File: config.mk
export PLATFORM = sky130hd
export DESIGN_NAME = codec_serial_iface
export DESIGN_NICKNAME = d
export VERILOG_FILES = /design/src/core/codec_serial_iface.v
export VERILOG_INCLUDE_DIRS = /design/src /design/src/common
export SDC_FILE = /design/constraint.sdc
export NUM_CORES = 1
export LEC_CHECK = 0
export ABC_CLOCK_PERIOD_IN_PS = 4300
export BUFFER_PORTS_ARGS = -buffer_cell sky130_fd_sc_hd__buf_2
export CORE_UTILIZATION = 35
export DETAILED_ROUTE_END_ITERATION = 10
export HOLD_SLACK_MARGIN = 0.05
export MAX_ROUTING_LAYER = met4
export SLEW_MARGIN = 0
export SYNTH_ARGS = -nofsm -noshare
export SYNTH_HDL_FRONTEND = slang
export SYNTH_SLANG_ARGS = --single-unit
File: constraint.sdc
create_clock -name CLK_I -period 4.3 [get_ports CLK_I]
set_clock_uncertainty 0.05 [all_clocks]
set_input_delay 0.86 -clock CLK_I [delete_from_list [all_inputs] [get_ports CLK_I]]
set_output_delay 0.86 -clock CLK_I [all_outputs]
set_load 0.01 [all_outputs]
File: src/common/codec_iface_defines.vh
// Purpose: Constants for the codec serial interface buffer block
// Assumes: 16-bit register words, 4-bit register index
// Notes: Register index = address on the plain register port
`ifndef CODEC_IFACE_DEFINES_VH
`define CODEC_IFACE_DEFINES_VH

// Register indices
`define REG_CTRL 4'h0
`define REG_TX_SLOT_EN 4'h1
`define REG_RX_SLOT_EN 4'h2
`define REG_STATUS 4'h3
`define REG_RX_WORD0 4'h4
`define REG_TX_WORD0 4'h8
`define REG_WORD_BANK_W 2

// Control register fields
`define CTRL_DEPTH_LO 0
`define CTRL_DEPTH_HI 1
`define CTRL_IDLE_DRIVE 2
`define CTRL_LOOPBACK 3
`define CTRL_STARVE_FILL 4
`define CTRL_SLOTS_LO 8
`define CTRL_SLOTS_HI 11

// Status register fields
`define STAT_TX_FREE 0
`define STAT_TX_STARVED 1
`define STAT_RX_WAITING 2
`define STAT_RX_OVERRUN 3
`define STAT_SLOT_LO 8
`define STAT_SLOT_HI 11

// Reset values
`define CTRL_RESET 16'h0000
`define SLOT_EN_RESET 16'h0000
`define WORD_RESET 16'h0000

// Serial word timing
`define LAST_BIT 4'hF

`endif

File: src/core/codec_serial_iface.v
// Purpose: Buffer control, status and data pin logic of a codec serial port
// Assumes: Frame sync slave, 16-bit slots, bit clock sampled on CLK_I
// Notes: Output changes after bit clock fall, input sampled at rise
`timescale 1ns/1ps
`default_nettype none
`include "codec_iface_defines.vh"

module codec_serial_iface (
    input wire CLK_I,
    input wire RESETN_I,
    input wire [3:0] ADDR_I,
    input wire [15:0] WDATA_I,
    input wire WR_I,
    input wire RD_I,
    output reg [15:0] RDATA_O,
    input wire BIT_CLK_PIN_I,
    input wire FRAME_SYNC_PIN_I,
    input wire SERIAL_IN_PIN_I,
    output wire SERIAL_OUT_PIN_O,
    output wire SERIAL_OUT_PIN_OE_N_O,
    output wire XFER_IRQ_O
);
    // Frame states, one-hot
    localparam [1:0] ST_IDLE = 2'b01;
    localparam [1:0] ST_RUN = 2'b10;
    // Software registers and their shadows
    reg [15:0] ctrl_reg; // Mode and depth control
    reg [15:0] tx_slot_enable_reg; // Per-slot transmit enable
    reg [15:0] rx_slot_enable_reg; // Per-slot receive enable
    reg [15:0] tx_word_regs [0:3]; // CPU transmit words
    reg [15:0] rx_word_regs [0:3]; // CPU receive words
    reg [15:0] tx_shadow [0:3]; // Words being sent
    reg [15:0] rx_shadow [0:3]; // Words being gathered

    // Per-word bookkeeping
    reg [3:0] tx_written_reg; // Refilled since last swap
    reg [3:0] tx_starve_loc_reg; // Underflowed words
    reg [3:0] rx_unread_reg; // Filled, not yet read
    reg [3:0] rx_overrun_loc_reg; // Overrun words
    reg tx_free_reg; // Tx buffers may be written
    reg [3:0] tx_zero_fill_reg; // Starved at last swap, kept for sending
    // Serial engine state
    reg [1:0] state_reg;
    reg [1:0] buffer_word_pointer_reg; // Word pointer into shadows
    reg [3:0] slot_reg; // Frame slot counter
    reg [3:0] bit_cnt_reg; // Bit within slot
    reg [15:0] tx_shift_reg; // Outgoing shift register
    reg [15:0] rx_shift_reg; // Incoming shift register
    reg out_bit_reg; // Level on the data pin
    reg oe_n_reg; // Pin released when high
    reg irq_reg; // Swap pulse
    // Pin synchronisers
    reg sck_s1_reg;
    reg sck_s2_reg;
    reg sck_s3_reg;
    reg fs_s1_reg;
    reg fs_s2_reg;
    reg din_s1_reg;
    reg din_s2_reg;
    // Control fields
    wire [1:0] buffer_depth_sel = ctrl_reg[`CTRL_DEPTH_HI:`CTRL_DEPTH_LO];
    wire idle_drive_select = ctrl_reg[`CTRL_IDLE_DRIVE];
    wire internal_loopback = ctrl_reg[`CTRL_LOOPBACK];
    wire starve_fill_select = ctrl_reg[`CTRL_STARVE_FILL];
    wire [3:0] last_slot = ctrl_reg[`CTRL_SLOTS_HI:`CTRL_SLOTS_LO];

    // Bit clock edges from synchronised copies
    wire sck_rise = sck_s2_reg & ~sck_s3_reg;
    wire sck_fall = ~sck_s2_reg & sck_s3_reg;
    wire running = state_reg[1];
    // Slot enables of the current slot
    wire tx_slot_enable_bit = tx_slot_enable_reg[slot_reg];
    wire rx_slot_enable_bit = rx_slot_enable_reg[slot_reg];

    // Words in use for the chosen depth
    reg [3:0] in_use;
    always @* begin
        case (buffer_depth_sel)
            2'd0: in_use = 4'b0001;
            2'd1: in_use = 4'b0011;
            2'd2: in_use = 4'b0111;
            default: in_use = 4'b1111;
        endcase
    end

    // Input path, loopback ignores the pin
    wire rx_in = internal_loopback ? out_bit_reg : din_s2_reg;

    // Last bit of an active slot ends here
    wire slot_end = running && sck_rise && (bit_cnt_reg == `LAST_BIT);
    wire slot_used = tx_slot_enable_bit | rx_slot_enable_bit;
    wire step = slot_end & slot_used;
    wire swap = step && (buffer_word_pointer_reg == buffer_depth_sel);
    wire [15:0] rx_word_in = {rx_shift_reg[14:0], rx_in};
    wire [3:0] rx_fill_hit = rx_slot_enable_bit ? (4'b0001 << buffer_word_pointer_reg) : 4'b0000;
    // Word loaded at slot start, starved words filled
    wire [15:0] shadow_now = tx_shadow[buffer_word_pointer_reg];
    wire starved_now = tx_zero_fill_reg[buffer_word_pointer_reg];
    wire [15:0] load_word = (starved_now & ~starve_fill_select) ?
        `WORD_RESET : shadow_now;

    // Register port decode
    wire is_rx_word = (ADDR_I >> `REG_WORD_BANK_W) == (`REG_RX_WORD0 >> `REG_WORD_BANK_W);
    wire is_tx_word = (ADDR_I >> `REG_WORD_BANK_W) == (`REG_TX_WORD0 >> `REG_WORD_BANK_W);
    wire [1:0] word_idx = ADDR_I[1:0];
    wire [3:0] tx_wr_hit = (WR_I && is_tx_word) ? (4'b0001 << word_idx) : 4'b0000;
    wire [3:0] rx_rd_hit = (RD_I && is_rx_word) ? (4'b0001 << word_idx) : 4'b0000;
    // Status word
    wire tx_starved_flag = |(tx_starve_loc_reg & in_use);
    wire rx_data_waiting_flag = |(rx_unread_reg & in_use);
    wire rx_overrun_flag = |(rx_overrun_loc_reg & in_use);
    wire [15:0] serial_iface_status = {4'h0, slot_reg, 4'h0,
        rx_overrun_flag, rx_data_waiting_flag, tx_starved_flag, tx_free_reg};

    assign SERIAL_OUT_PIN_O = out_bit_reg;
    assign SERIAL_OUT_PIN_OE_N_O = oe_n_reg;
    assign XFER_IRQ_O = irq_reg;

    // Two-flop synchronisers for pin inputs
    always @(posedge CLK_I or negedge RESETN_I) begin
        if (!RESETN_I) begin
            sck_s1_reg <= 1'b0;
            sck_s2_reg <= 1'b0;
            sck_s3_reg <= 1'b0;
            fs_s1_reg <= 1'b0;
            fs_s2_reg <= 1'b0;
            din_s1_reg <= 1'b0;
            din_s2_reg <= 1'b0;
        end else begin
            sck_s1_reg <= BIT_CLK_PIN_I;
            sck_s2_reg <= sck_s1_reg;
            sck_s3_reg <= sck_s2_reg;
            fs_s1_reg <= FRAME_SYNC_PIN_I;
            fs_s2_reg <= fs_s1_reg;
            din_s1_reg <= SERIAL_IN_PIN_I;
            din_s2_reg <= din_s1_reg;
        end
    end

    // Control registers and CPU transmit words
    always @(posedge CLK_I or negedge RESETN_I) begin
        if (!RESETN_I) begin
            ctrl_reg <= `CTRL_RESET;
            tx_slot_enable_reg <= `SLOT_EN_RESET;
            rx_slot_enable_reg <= `SLOT_EN_RESET;
            tx_word_regs[0] <= `WORD_RESET;
            tx_word_regs[1] <= `WORD_RESET;
            tx_word_regs[2] <= `WORD_RESET;
            tx_word_regs[3] <= `WORD_RESET;
        end else if (WR_I) begin
            // Writes to read-only or unmapped words are dropped
            if (ADDR_I == `REG_CTRL) begin
                ctrl_reg <= WDATA_I;
            end else if (ADDR_I == `REG_TX_SLOT_EN) begin
                tx_slot_enable_reg <= WDATA_I;
            end else if (ADDR_I == `REG_RX_SLOT_EN) begin
                rx_slot_enable_reg <= WDATA_I;
            end else if (is_tx_word) begin
                tx_word_regs[word_idx] <= WDATA_I;
            end
        end
    end

    // Read data, one cycle after the strobe
    always @(posedge CLK_I or negedge RESETN_I) begin
        if (!RESETN_I) begin
            RDATA_O <= `WORD_RESET;
        end else if (RD_I) begin
            if (ADDR_I == `REG_CTRL) begin
                RDATA_O <= ctrl_reg;
            end else if (ADDR_I == `REG_TX_SLOT_EN) begin
                RDATA_O <= tx_slot_enable_reg;
            end else if (ADDR_I == `REG_RX_SLOT_EN) begin
                RDATA_O <= rx_slot_enable_reg;
            end else if (ADDR_I == `REG_STATUS) begin
                RDATA_O <= serial_iface_status;
            end else if (is_rx_word) begin
                RDATA_O <= rx_word_regs[word_idx];
            end else if (is_tx_word) begin
                RDATA_O <= tx_word_regs[word_idx];
            end else begin
                // Unmapped index reads zero
                RDATA_O <= `WORD_RESET;
            end
        end else begin
            RDATA_O <= `WORD_RESET;
        end
    end

    // Transmit status; hardware set wins over clear
    always @(posedge CLK_I or negedge RESETN_I) begin
        if (!RESETN_I) begin
            tx_free_reg <= 1'b0;
            tx_written_reg <= 4'b0000;
            tx_starve_loc_reg <= 4'b0000;
            tx_zero_fill_reg <= 4'b0000;
        end else begin
            if (swap) begin
                tx_free_reg <= 1'b1;
                tx_zero_fill_reg <= in_use & ~tx_written_reg;
                tx_starve_loc_reg <= (tx_starve_loc_reg & ~tx_wr_hit) |
                    (in_use & ~tx_written_reg);
                tx_written_reg <= (tx_written_reg & ~in_use) | tx_wr_hit;
            end else begin
                if (|tx_wr_hit) begin
                    tx_free_reg <= 1'b0;
                end
                tx_starve_loc_reg <= tx_starve_loc_reg & ~tx_wr_hit;
                tx_written_reg <= tx_written_reg | tx_wr_hit;
            end
        end
    end

    // Receive status and receive words
    always @(posedge CLK_I or negedge RESETN_I) begin
        if (!RESETN_I) begin
            rx_unread_reg <= 4'b0000;
            rx_overrun_loc_reg <= 4'b0000;
            rx_word_regs[0] <= `WORD_RESET;
            rx_word_regs[1] <= `WORD_RESET;
            rx_word_regs[2] <= `WORD_RESET;
            rx_word_regs[3] <= `WORD_RESET;
        end else if (swap) begin
            // Used words overwritten even when unread; last word bypasses shadow
            if (in_use[0]) rx_word_regs[0] <= rx_fill_hit[0] ? rx_word_in : rx_shadow[0];
            if (in_use[1]) rx_word_regs[1] <= rx_fill_hit[1] ? rx_word_in : rx_shadow[1];
            if (in_use[2]) rx_word_regs[2] <= rx_fill_hit[2] ? rx_word_in : rx_shadow[2];
            if (in_use[3]) rx_word_regs[3] <= rx_fill_hit[3] ? rx_word_in : rx_shadow[3];
            rx_overrun_loc_reg <= (rx_overrun_loc_reg & ~rx_rd_hit) |
                (in_use & rx_unread_reg);
            rx_unread_reg <= (rx_unread_reg & ~rx_rd_hit) | in_use;
        end else begin
            rx_overrun_loc_reg <= rx_overrun_loc_reg & ~rx_rd_hit;
            rx_unread_reg <= rx_unread_reg & ~rx_rd_hit;
        end
    end

    // Transmit shadows take the CPU words at swap
    always @(posedge CLK_I or negedge RESETN_I) begin
        if (!RESETN_I) begin
            tx_shadow[0] <= `WORD_RESET;
            tx_shadow[1] <= `WORD_RESET;
            tx_shadow[2] <= `WORD_RESET;
            tx_shadow[3] <= `WORD_RESET;
        end else if (swap) begin
            tx_shadow[0] <= tx_word_regs[0];
            tx_shadow[1] <= tx_word_regs[1];
            tx_shadow[2] <= tx_word_regs[2];
            tx_shadow[3] <= tx_word_regs[3];
        end
    end

    // Receive shadows fill only in receive slots
    always @(posedge CLK_I or negedge RESETN_I) begin
        if (!RESETN_I) begin
            rx_shadow[0] <= `WORD_RESET;
            rx_shadow[1] <= `WORD_RESET;
            rx_shadow[2] <= `WORD_RESET;
            rx_shadow[3] <= `WORD_RESET;
        end else if (slot_end && rx_slot_enable_bit) begin
            rx_shadow[buffer_word_pointer_reg] <= rx_word_in;
        end
    end

    // Frame state, slot and pointer stepping
    always @(posedge CLK_I or negedge RESETN_I) begin
        if (!RESETN_I) begin
            state_reg <= ST_IDLE;
            buffer_word_pointer_reg <= 2'd0;
            slot_reg <= 4'h0;
            bit_cnt_reg <= 4'h0;
            irq_reg <= 1'b0;
        end else begin
            irq_reg <= swap;
            if (swap) begin
                buffer_word_pointer_reg <= 2'd0;
            end else if (step) begin
                buffer_word_pointer_reg <= buffer_word_pointer_reg + 2'd1;
            end
            case (state_reg)
                ST_IDLE: begin
                    // Wait for frame sync at a bit clock rise
                    if (sck_rise && fs_s2_reg) begin
                        state_reg <= ST_RUN;
                        slot_reg <= 4'h0;
                        bit_cnt_reg <= 4'h0;
                    end
                end
                ST_RUN: begin
                    if (sck_rise) begin
                        bit_cnt_reg <= bit_cnt_reg + 4'h1;
                    end
                    if (slot_end) begin
                        if (slot_reg == last_slot) begin
                            state_reg <= ST_IDLE;
                        end else begin
                            slot_reg <= slot_reg + 4'h1;
                        end
                    end
                end
                default: begin
                    state_reg <= ST_IDLE;
                end
            endcase
        end
    end

    // Shift registers and data pin drive
    always @(posedge CLK_I or negedge RESETN_I) begin
        if (!RESETN_I) begin
            tx_shift_reg <= `WORD_RESET;
            rx_shift_reg <= `WORD_RESET;
            out_bit_reg <= 1'b0;
            oe_n_reg <= 1'b0;
        end else begin
            if (running && sck_rise) begin
                rx_shift_reg <= rx_word_in;
            end
            if (running && sck_fall) begin
                if (!tx_slot_enable_bit) begin
                    // Unused slot: low, or released
                    out_bit_reg <= 1'b0;
                    oe_n_reg <= idle_drive_select;
                end else if (bit_cnt_reg == 4'h0) begin
                    // Slot start loads the current shadow word
                    out_bit_reg <= load_word[15];
                    tx_shift_reg <= {load_word[14:0], 1'b0};
                    oe_n_reg <= 1'b0;
                end else begin
                    out_bit_reg <= tx_shift_reg[15];
                    tx_shift_reg <= {tx_shift_reg[14:0], 1'b0};
                    oe_n_reg <= 1'b0;
                end
            end else if (!running && sck_fall) begin
                // Between frames the pin counts as unused
                out_bit_reg <= 1'b0;
                oe_n_reg <= idle_drive_select;
            end
        end
    end

endmodule // codec_serial_iface
`default_nettype wire

==> qor.yml, run 1 <==
timing:
  final_period_minus_worst_setup_slack_ns: 3.73
  tightestPinTransition_ns: 1.33
  maxClockFrequency_ghz: 0.268
  rsz0062_at_grt: "false"
  setup_viol_count_final: 0
  max-slew-margin-rel_pct: 11.0
  fin_setup_tns_ns: 0
  final_hold_viol_count: 0
  timing.final.max_slew_violations: 0
  fin_crit_share_pct: 86.8
logic_synthesis:
  syn_avg_cell_area_sq_um: 13.6
  yosys_register_bits: 393
  syn_area_sq_um: 18100
  adder_and_majority_gate_portion_of_the_synthesized_area_pct: 0.483
  ys.warnings.count: 0
  post_synth_xor_area_fraction_pct: 0.434
  synth_simple_gate_area_share_pct: 3.99
  yosysUniqueCellTypes: 55
  post_synth_mux_area_share_pct: 29.1
  synth-compound-area-share_pct: 8.69
  yosys-top-cells-area: "dfrtp_1 (54%), mux2_2 (16%), mux4_2 (6.7%)"
  syn_nets: 1369
  synth_top_family_by_area: "multiplexers"
  seq_area_frac_synth_pct: 54.2
  synth_top_cell_area_share_pct: 54.1
  synth_enable_flop_cells: 0
  synth_top_flop_cell: "dfrtp_1"
  cells_after_synth: 1335
  synthArstFlopShare_pct: 100
  yosysTopAreaCell: "dfrtp_1"
outcome:
  run_status: "complete, but fails checks"
  failed_checks: "design-rule violations"
placement:
  hpwl_reported_at_the_end_of_detailed_placement_microns: 31100
  gp_routability_congestion: 0.880
  port_buffers: 45
setup_path:
  worst_reg2reg_path_length_in_cells: 6
  endpoint: "tx_starve_loc_reg[2]"
  worst_setup_path_start_kind: "flop"
  cp_data_required_time_ns: 4.68
  worstPathMaxFanout: 17
  critical_path.reg2reg.endpoint: "tx_starve_loc_reg[2]"
  endpoint_kind: "flop"
  setup.reg_to_reg.worst_slack_ns: 0.57
  timing.critical_path.from: "slot_reg[0]"
  crit-reg2reg-launch: "slot_reg[0]"
  critPathKind: "reg -> reg"
  arrival_time_of_data_at_the_critical_path_endpoint_ns: 4.11
final_layout:
  final.fill_count: 4799
  diodes: 0
  final_nets: 1411
  layout_commonest_cell: "dfrtp_1"
  syn_to_final_growth_pct: 14.0
  sequential_cell_area_sq_um: 9840
  layout_common_cells: "dfrtp_1 (392), mux2_2 (260), o21ai_0 (76), a21oi_1 (63), mux4_2 (54)"
  multi_input_area_sq_um: 7770
  post_route_cells_drive_above_1_share_pct: 38.2
cts:
  ctsHtreeMaxLevel: 2
  postCtsResizedCells: 0
  tritoncts_clock_tree: "yes"
  cts_post_setup_buffers_inserted: 0
  cts_root_buf: "clkbuf_16"
  cts.sink_count: 393
  cts_max_path_buffers: 3
  clkLatencyLatePin_ns: 0.56
  clk_transition_reported_paths_ns: 0.06
  cts-hold-fix-buffers: 0
  cts_made_buffers: 43
floorplanning:
  io-pin-count: 46
  initial_core_util_pct: 35.4
  die-width_microns: 230
  placement_rows: 83
  coreArea_sq_um: 51300
  die-area_sq_um: 52800
  die_h_microns: 230
run:
  max_capacitance_violation_count: 0
power:
  ir_drop_uv: 212
  pwr_density_cell_nw_per_um2: 427
  leakage_nw: 9.55
  power.total_mw: 8.84
global_routing:
  grt_start_max_net_pins: 105
  first_pass_grt_wire_length_microns: 73600
  vias_in_the_first_global_route: 11900
  groute.usage.overall_pct: 18.7
  grt_overflow_total: 0
  initial_antenna_violation_count: 0
routing:
  drtPass1Iterations: 8
  drt_first_iter_violations: 922
  routedWlPerCell_microns: 22.5
  dr_total_vias: 11300
  drt-total-wl_microns: 47000
  route.detailed.vias_per_inst: 5.41
  antenna_violating_nets_post_route: 0
  post-route-drc-count: 2
worst_hold_path:
  hold_class: "in -> async"
[Yosys cell counts (2+ instances only)]
cell and number:
a22o_1 12, buf_6 7, nand2b_1 25, buf_2 19, o22ai_1 2, and2_1 2, a211oi_1 16, nand3b_1 5
o211ai_1 4, ha_1 7, nor3_1 4, a221oi_1 13, xor2_1 4, dfrtp_1 392, mux2_4 43, mux2_2 260
a221o_1 4, a311oi_1 2, clkbuf_1 56, o221ai_1 3, nor2_1 17, buf_1 13, nand3_1 12, a21o_1 4
o2111ai_1 3, mux4_2 54, inv_1 31, nand2_1 53, mux2i_1 49, a22oi_1 19, and3_1 4, a32o_1 2
a22oi_2 3, a21oi_1 63, nor2b_1 12, o21ai_0 76, xnor2_1 5, or2_2 2, nand4_1 3, a31oi_1 15
[report_power, final]
group / leakage [nW] / switching, mW / internal, mW / total [mW]
Sequential: 5.24 / 0.259 / 3.98 / 4.24
Clock: 0.726 / 1.51 / 2.24 / 3.74
Combinational: 3.58 / 0.439 / 0.418 / 0.858
Total: 9.55 / 2.20 / 6.64 / 8.84
[worst min path at each step]
stage,startpoint,endpoint,slack [ns],cells after the start
final,RESETN_I,tx_shift_reg[1],0.30,1
after global routing,din_s1_reg,din_s2_reg,0.30,0
after CTS,din_s1_reg,din_s2_reg,0.30,0
after detailed placement,din_s1_reg,din_s2_reg,0.29,0
after global placement,din_s1_reg,din_s2_reg,0.29,0
after floorplan,din_s1_reg,din_s2_reg,0.28,0
[final cells by class]
| type | count | area share, % |
|---|---|---|
| Clock buffer | 64 | 6.37 |
| Sequential cell | 393 | 47.6 |
| Multi-Input combinational cell | 814 | 37.6 |
| Inverter | 32 | 0.593 |
| Clock inverter | 14 | 0.611 |
| Timing Repair Buffer | 93 | 3.19 |
| Tap cell | 680 | 4.11 |
[metal layers]
metal	wire length, microns	track usage (%)	up-vias
met5	0	-	-
met4	1560	6.79	0
met3	2160	2.55	93
met2	22400	29.4	303
met1	20900	24.7	5905
li1	-	-	5010
[critical path, cell delays in order (launching register included)]
cell       delay [ns]
dfrtp_1          0.83
mux4_2           0.37
a2bb2oi_1        0.60
a221o_1          0.37
buf_4            0.21
nand3_1          0.67
o21ai_0          0.50
[stage by stage]
| stage | hold WS (ns) | area (sq um) | instances | utilization, % | setup slack [ns] |
|---|---|---|---|---|---|
| after CTS | 0.303 | 20700 | 2090 | 40.3 | 0.596 |
| final | 0.297 | 20700 | 2090 | 40.3 | 0.569 |
| after global placement | 0.287 | 19200 | 2012 | 37.5 | 0.761 |
| after detailed placement | 0.287 | 19200 | 2012 | 37.5 | 0.634 |
| after floorplan | 0.281 | 18100 | 1335 | - | 1.22 |
| after global routing | 0.304 | 20700 | 2090 | 40.3 | 0.355 |
[logic make-up (layout without fill, tap and decap cells)]
kind of cell	after synthesis	count (layout)
adders and majority gates	7	7
and+or+nand+nor	144	144
buffers and inverters	128	203
AOI/OAI and AO/OA	248	248
muxes	406	406
xor gates and xnor gates	9	9
DFF	393	393
(Power assumes the default switching activity.)
==> run 2: changes to the inputs <==
--- a/config.mk
+++ b/config.mk
@@ -6,10 +6,12 @@
 export SDC_FILE = /design/constraint.sdc
 export NUM_CORES = 1
 export LEC_CHECK = 0
-export ABC_CLOCK_PERIOD_IN_PS = 4300
+export ABC_CLOCK_PERIOD_IN_PS = 4200
 export BUFFER_PORTS_ARGS = -buffer_cell sky130_fd_sc_hd__buf_2
+export CORE_ASPECT_RATIO = 1.5
 export CORE_UTILIZATION = 35
 export DETAILED_ROUTE_END_ITERATION = 10
+export GPL_TIMING_DRIVEN = 0
 export HOLD_SLACK_MARGIN = 0.05
 export MAX_ROUTING_LAYER = met4
 export SLEW_MARGIN = 0
==> constraint.sdc (replaced) <==
create_clock -name CLK_I -period 4.2 [get_ports CLK_I]
set_clock_uncertainty 0.05 [all_clocks]
set_input_delay 0.84 -clock CLK_I [delete_from_list [all_inputs] [get_ports CLK_I]]
set_output_delay 0.84 -clock CLK_I [all_outputs]
set_load 0.01 [all_outputs]
==> run 2 against run 1 <==
Effect of this change: the run now ends clean; utilization up 0.17 points; clock power down 3%; largest cell class unchanged; critical endpoint is now tx_word_regs[12]; global-route usage up 1.8 points; sequential power up 2%; flip-flop and latch count unchanged; die area about the same; via count up 2.3%; worst hold slack worse by 0.14 ns; non-clock buffer count up 49; first-iteration DRC count down 20%; combinational power up 9.9%.
==> qor.yml, run 2 (same netlist as run 1, synthesis figures left out) <==
outcome:
  run_status: "finished clean"
final_layout:
  multi_input_area_sq_um: 7760
  diodes: 0
  post_route_cells_drive_above_1_share_pct: 35.0
  layout_commonest_cell: "dfrtp_1"
  final.fill_count: 4701
  syn_to_final_growth_pct: 13.7
  final_nets: 1456
  postLayoutCellArea_sq_um: 20600
  sequential_cell_area_sq_um: 9840
  layout_common_cells: "dfrtp_1 (392), mux2_2 (260), o21ai_0 (76), a21oi_1 (63), clkbuf_1 (62)"
global_routing:
  grt_overflow_total: 0
  first_pass_grt_wire_length_microns: 78100
  groute.usage.overall_pct: 20.5
  vias_in_the_first_global_route: 12400
  initial_antenna_violation_count: 0
  grt_start_max_net_pins: 125
setup_path:
  cpPeakStageDelay_ns: 0.94
  crit_chain: "buf_2 -> buf_1 -> buf_2 -> nand2_1 -> nor2_1 -> buf_2 -> mux2_2"
  path_common_cell: "buf_2"
  arrival_time_of_data_at_the_critical_path_endpoint_ns: 4.49
  critPathKind: "in -> reg"
  highest_delay_cell_along_the_critical_path: "buf_1"
  endpoint_kind: "flop"
  worst_setup_path_start_kind: "input pin"
  cp_data_required_time_ns: 4.58
  worstPathMaxFanout: 10
power:
  power.total_mw: 8.88
  ir_drop_uv: 270
  leakage_nw: 9.46
  pwr_density_cell_nw_per_um2: 431
routing:
  drt_first_iter_violations: 740
  routedWlPerCell_microns: 24.2
  drt-total-wl_microns: 51300
  antenna_violating_nets_post_route: 0
  post-route-drc-count: 0
  drtPass1Iterations: 5
  route.detailed.vias_per_inst: 5.45
  dr_total_vias: 11600
cts:
  cts_max_path_buffers: 3
  clkLatencyLatePin_ns: 0.55
  cts.sink_count: 393
  cts_made_buffers: 39
  clk_transition_reported_paths_ns: 0.07
  cts_post_setup_buffers_inserted: 0
  cts_root_buf: "clkbuf_16"
  ctsHtreeMaxLevel: 2
  tritoncts_clock_tree: "yes"
worst_hold_path:
  hold_class: "in -> async"
placement:
  pre_cts_ws_ns: -0.460
  gp_routability_congestion: 0.980
  placedInstanceArea_sq_um: 19300
  hpwl_reported_at_the_end_of_detailed_placement_microns: 36900
  port_buffers: 42
floorplanning:
  die-width_microns: 188
  die-area_sq_um: 52800
  initial_core_util_pct: 35.6
  io-pin-count: 46
  die_h_microns: 281
  coreArea_sq_um: 50900
  placement_rows: 101
timing:
  postLayoutSetupSlackWorst_ns: 0.0897
  final_period_minus_worst_setup_slack_ns: 4.11
  maxClockFrequency_ghz: 0.243
  rsz0062_at_grt: "false"
  max-slew-margin-rel_pct: 13.3
  fin_crit_share_pct: 97.9
  final_hold_viol_count: 0
  tightestPinTransition_ns: 1.30
  setup_viol_count_final: 0
  timing.final.max_slew_violations: 0
run:
  max_capacitance_violation_count: 0
[run 2: changes by cell type in the layout (fill, tap and decap cells not counted), sizes merged]
cell      change
clkbuf       +48
bufinv        +1
clkinvlp      +2
inv           -1
clkinv        -1
buf           -7
[run 2: final cells by class]
class,count,area share (%)
inverter,32,0.582
tap,669,4.06
sequential,393,47.7
clock buffer,56,5.64
clock inverter,15,0.771
timing repair buffer,46,1.49
buffer,96,2.14
multi-input combinational,814,37.6
[run 2: what timing repair did]
action / CTS / global route
setup endpoints to repair: 11 / 0
hold buffers: 0 / 0
gates resized for setup: 2 / 0
[run 2: final timing paths]
| kind | startpoint | endpoint | slack (ns) | cells after the start |
|---|---|---|---|---|
| max in group asynchronous | RESETN_I | tx_shadow[16] | 2.47 | 3 |
| hold / removal | RESETN_I | fs_s2_reg | 0.15 | 1 |
| min in group CLK_I | sck_s1_reg | sck_s2_reg | 0.29 | 0 |
| hold reg to reg | sck_s1_reg | sck_s2_reg | 0.29 | 0 |
| setup / recovery | ADDR_I[0] | tx_word_regs[12] | 0.09 | 7 |
| setup reg to reg | buffer_word_pointer_reg[1] | rx_word_regs[44] | 0.24 | 10 |
[run 2: critical path: cells and delay by family]
| kind | cells | cell delay [ns] |
|---|---|---|
| buf+inv | 4 | 2.24 |
| simple gates | 2 | 1.01 |
| mux | 1 | 0.38 |
[run 2: metrics by stage]
step                utilization [%]  TNS (ns)  hold WS (ns)  std cells
floorplan                         -         0         0.281       1335
global placement               37.7  -2163.32         0.283       2046
detailed placement             37.9    -10.95         0.286       2050
CTS                            40.5         0         0.153       2121
global route                   40.5         0         0.179       2121
finish                         40.5         0         0.154       2121
[run 2: power by group]
part	internal, mW	switching (mW)
registers	4.07	0.239
logic	0.427	0.516
clock network	2.12	1.51
[run 2: routing by layer]
metal	share of wire, %	vias to the layer above	track usage, %
li1	-	5081	-
met1	37	6079	21.7
met2	55	281	37.4
met3	3.0	125	2.22
met4	5.3	0	10.9
met5	0	-	-
==> run 3: changes to the inputs <==
--- a/config.mk
+++ b/config.mk
@@ -14,6 +14,7 @@
 export GPL_TIMING_DRIVEN = 0
 export HOLD_SLACK_MARGIN = 0.05
 export MAX_ROUTING_LAYER = met4
+export RECOVER_POWER = 25
 export SLEW_MARGIN = 0
 export SYNTH_ARGS = -nofsm -noshare
 export SYNTH_HDL_FRONTEND = slang
==> run 3 against run 2 <==
Effect of this change: the flow now finishes with violations (max-capacitance violations, max-slew violations); clock power about the same; largest cell class unchanged; flip-flop and latch count unchanged; first-iteration DRC count increased by 2.7%; largest power group unchanged; utilization decreased by 0.052 points; power about the same; cell count unchanged; combinational power about the same; worst hold slack improved by 0.14 ns.
==> qor.yml, run 3 (same netlist as run 1, synthesis figures left out) <==
setup_path:
  setup.reg_to_reg.worst_slack_ns: 0.21
  crit-reg2reg-launch: "buffer_word_pointer_reg[1]"
  endpoint_kind: "flop"
  worstPathMaxFanout: 10
  endpoint: "tx_word_regs[13]"
  critical_path.reg2reg.endpoint: "rx_word_regs[44]"
  worst_setup_path_start_kind: "input pin"
  cp_data_required_time_ns: 4.58
  timing.critical_path.from: "ADDR_I[0]"
  arrival_time_of_data_at_the_critical_path_endpoint_ns: 4.51
  critPathKind: "in -> reg"
  worst_reg2reg_path_length_in_cells: 10
routing:
  route.detailed.vias_per_inst: 5.47
  drt-total-wl_microns: 51500
  routedWlPerCell_microns: 24.3
  dr_total_vias: 11600
  drt_first_iter_violations: 760
  post-route-drc-count: 0
  antenna_violating_nets_post_route: 0
  drtPass1Iterations: 5
floorplanning:
  coreArea_sq_um: 50900
  die-area_sq_um: 52800
  die-width_microns: 188
  initial_core_util_pct: 35.6
  io-pin-count: 46
  die_h_microns: 281
  placement_rows: 101
timing:
  fin_crit_share_pct: 98.2
  final_hold_viol_count: 0
  rsz0062_at_grt: "false"
  tightestPinTransition_ns: 2.90
  fin_setup_tns_ns: 0
  maxClockFrequency_ghz: 0.242
  setup_viol_count_final: 0
  fin_worst_hold_slack_ns: 0.293
  max-slew-margin-rel_pct: -93.2
  final_period_minus_worst_setup_slack_ns: 4.13
  timing.final.max_slew_violations: 52
  postLayoutSetupSlackWorst_ns: 0.0738
global_routing:
  grt_start_max_net_pins: 125
  grt_overflow_total: 0
  vias_in_the_first_global_route: 12400
  initial_antenna_violation_count: 0
  groute.usage.overall_pct: 20.5
  first_pass_grt_wire_length_microns: 78100
placement:
  hpwl_reported_at_the_end_of_detailed_placement_microns: 36900
  gp_routability_congestion: 0.980
  port_buffers: 42
  pre_cts_ws_ns: -0.460
  placedInstanceArea_sq_um: 19300
final_layout:
  postLayoutCellArea_sq_um: 20600
  final.fill_count: 4704
  layout_commonest_cell: "dfrtp_1"
  diodes: 0
  final_nets: 1456
  multi_input_area_sq_um: 7760
  sequential_cell_area_sq_um: 9840
  layout_common_cells: "dfrtp_1 (392), mux2_2 (260), o21ai_0 (76), clkbuf_1 (63), a21oi_1 (63)"
  syn_to_final_growth_pct: 13.5
  post_route_cells_drive_above_1_share_pct: 34.9
cts:
  ctsHtreeMaxLevel: 2
  tritoncts_clock_tree: "yes"
  cts_root_buf: "clkbuf_16"
  postCtsResizedCells: 2
  cts.sink_count: 393
  cts-hold-fix-buffers: 0
  clk_transition_reported_paths_ns: 0.06
  cts_made_buffers: 39
  clkLatencyLatePin_ns: 0.55
  cts_max_path_buffers: 3
  cts_post_setup_buffers_inserted: 0
power:
  leakage_nw: 9.45
  pwr_density_cell_nw_per_um2: 431
  ir_drop_uv: 266
outcome:
  failed_checks: "max-capacitance violations, max-slew violations"
  run_status: "complete, but fails checks"
run:
  max_capacitance_violation_count: 1
worst_hold_path:
  worst_hold_startpoint: "sck_s1_reg"
  hold_class: "reg -> reg"
-- run 3: changes by cell type in the layout (fill, tap and decap cells not counted) --
cell,before,now
buf_16,3,1
clkbuf_1,62,63
buf_8,1,0
buf_12,0,2
-- run 3: layout make-up --
type	instances	share of cell area [%]
Buffer	96	2.14
Clock buffer	56	5.64
Clock inverter	15	0.772
Inverter	32	0.583
Multi-Input combinational cell	814	37.7
Sequential cell	393	47.8
Tap cell	669	4.06
Timing Repair Buffer	46	1.37
-- run 3: how the worst min path moves through the flow --
stage | end | slack [ns] | cells after the start
2_1_floorplan | din_s2_reg | 0.28 | 0
3_3_place_gp | din_s2_reg | 0.28 | 0
3_5_place_dp | din_s2_reg | 0.29 | 0
4_1_cts | fs_s1_reg | 0.15 | 1
5_1_grt | sck_s2_reg | 0.30 | 0
6_report | sck_s2_reg | 0.29 | 0
-- run 3: critical path: stages --
cell and delay (ns):
buf_2 0.27, buf_1 0.93, buf_2 0.54, nand2_1 0.13, nor2_1 0.90, buf_2 0.49, mux2_2 0.38
-- run 3: per-layer routing --
layer | global-route usage (%) | share of wire (%) | vias up
li1 | - | - | 5088
met1 | 21.7 | 37 | 6109
met2 | 37.4 | 55 | 280
met3 | 2.22 | 3.0 | 130
met4 | 10.9 | 5.3 | 0
met5 | - | 0 | -
-- run 3: where the power goes --
| group | total [mW] | switching [mW] | internal [mW] |
|---|---|---|---|
| Combinational | 0.941 | 0.517 | 0.424 |
| Sequential | 4.31 | 0.241 | 4.07 |
| Clock | 3.62 | 1.51 | 2.12 |
-- run 3: per-stage QoR --
step                utilization [%]  total power, mW  std cells
detailed placement             37.9             5.32       2050
floorplan                         -             4.88       1335
finish                         40.4             8.88       2121
CTS                            40.5             8.95       2121
global placement               37.7             5.28       2046
global route                   40.4             9.20       2121
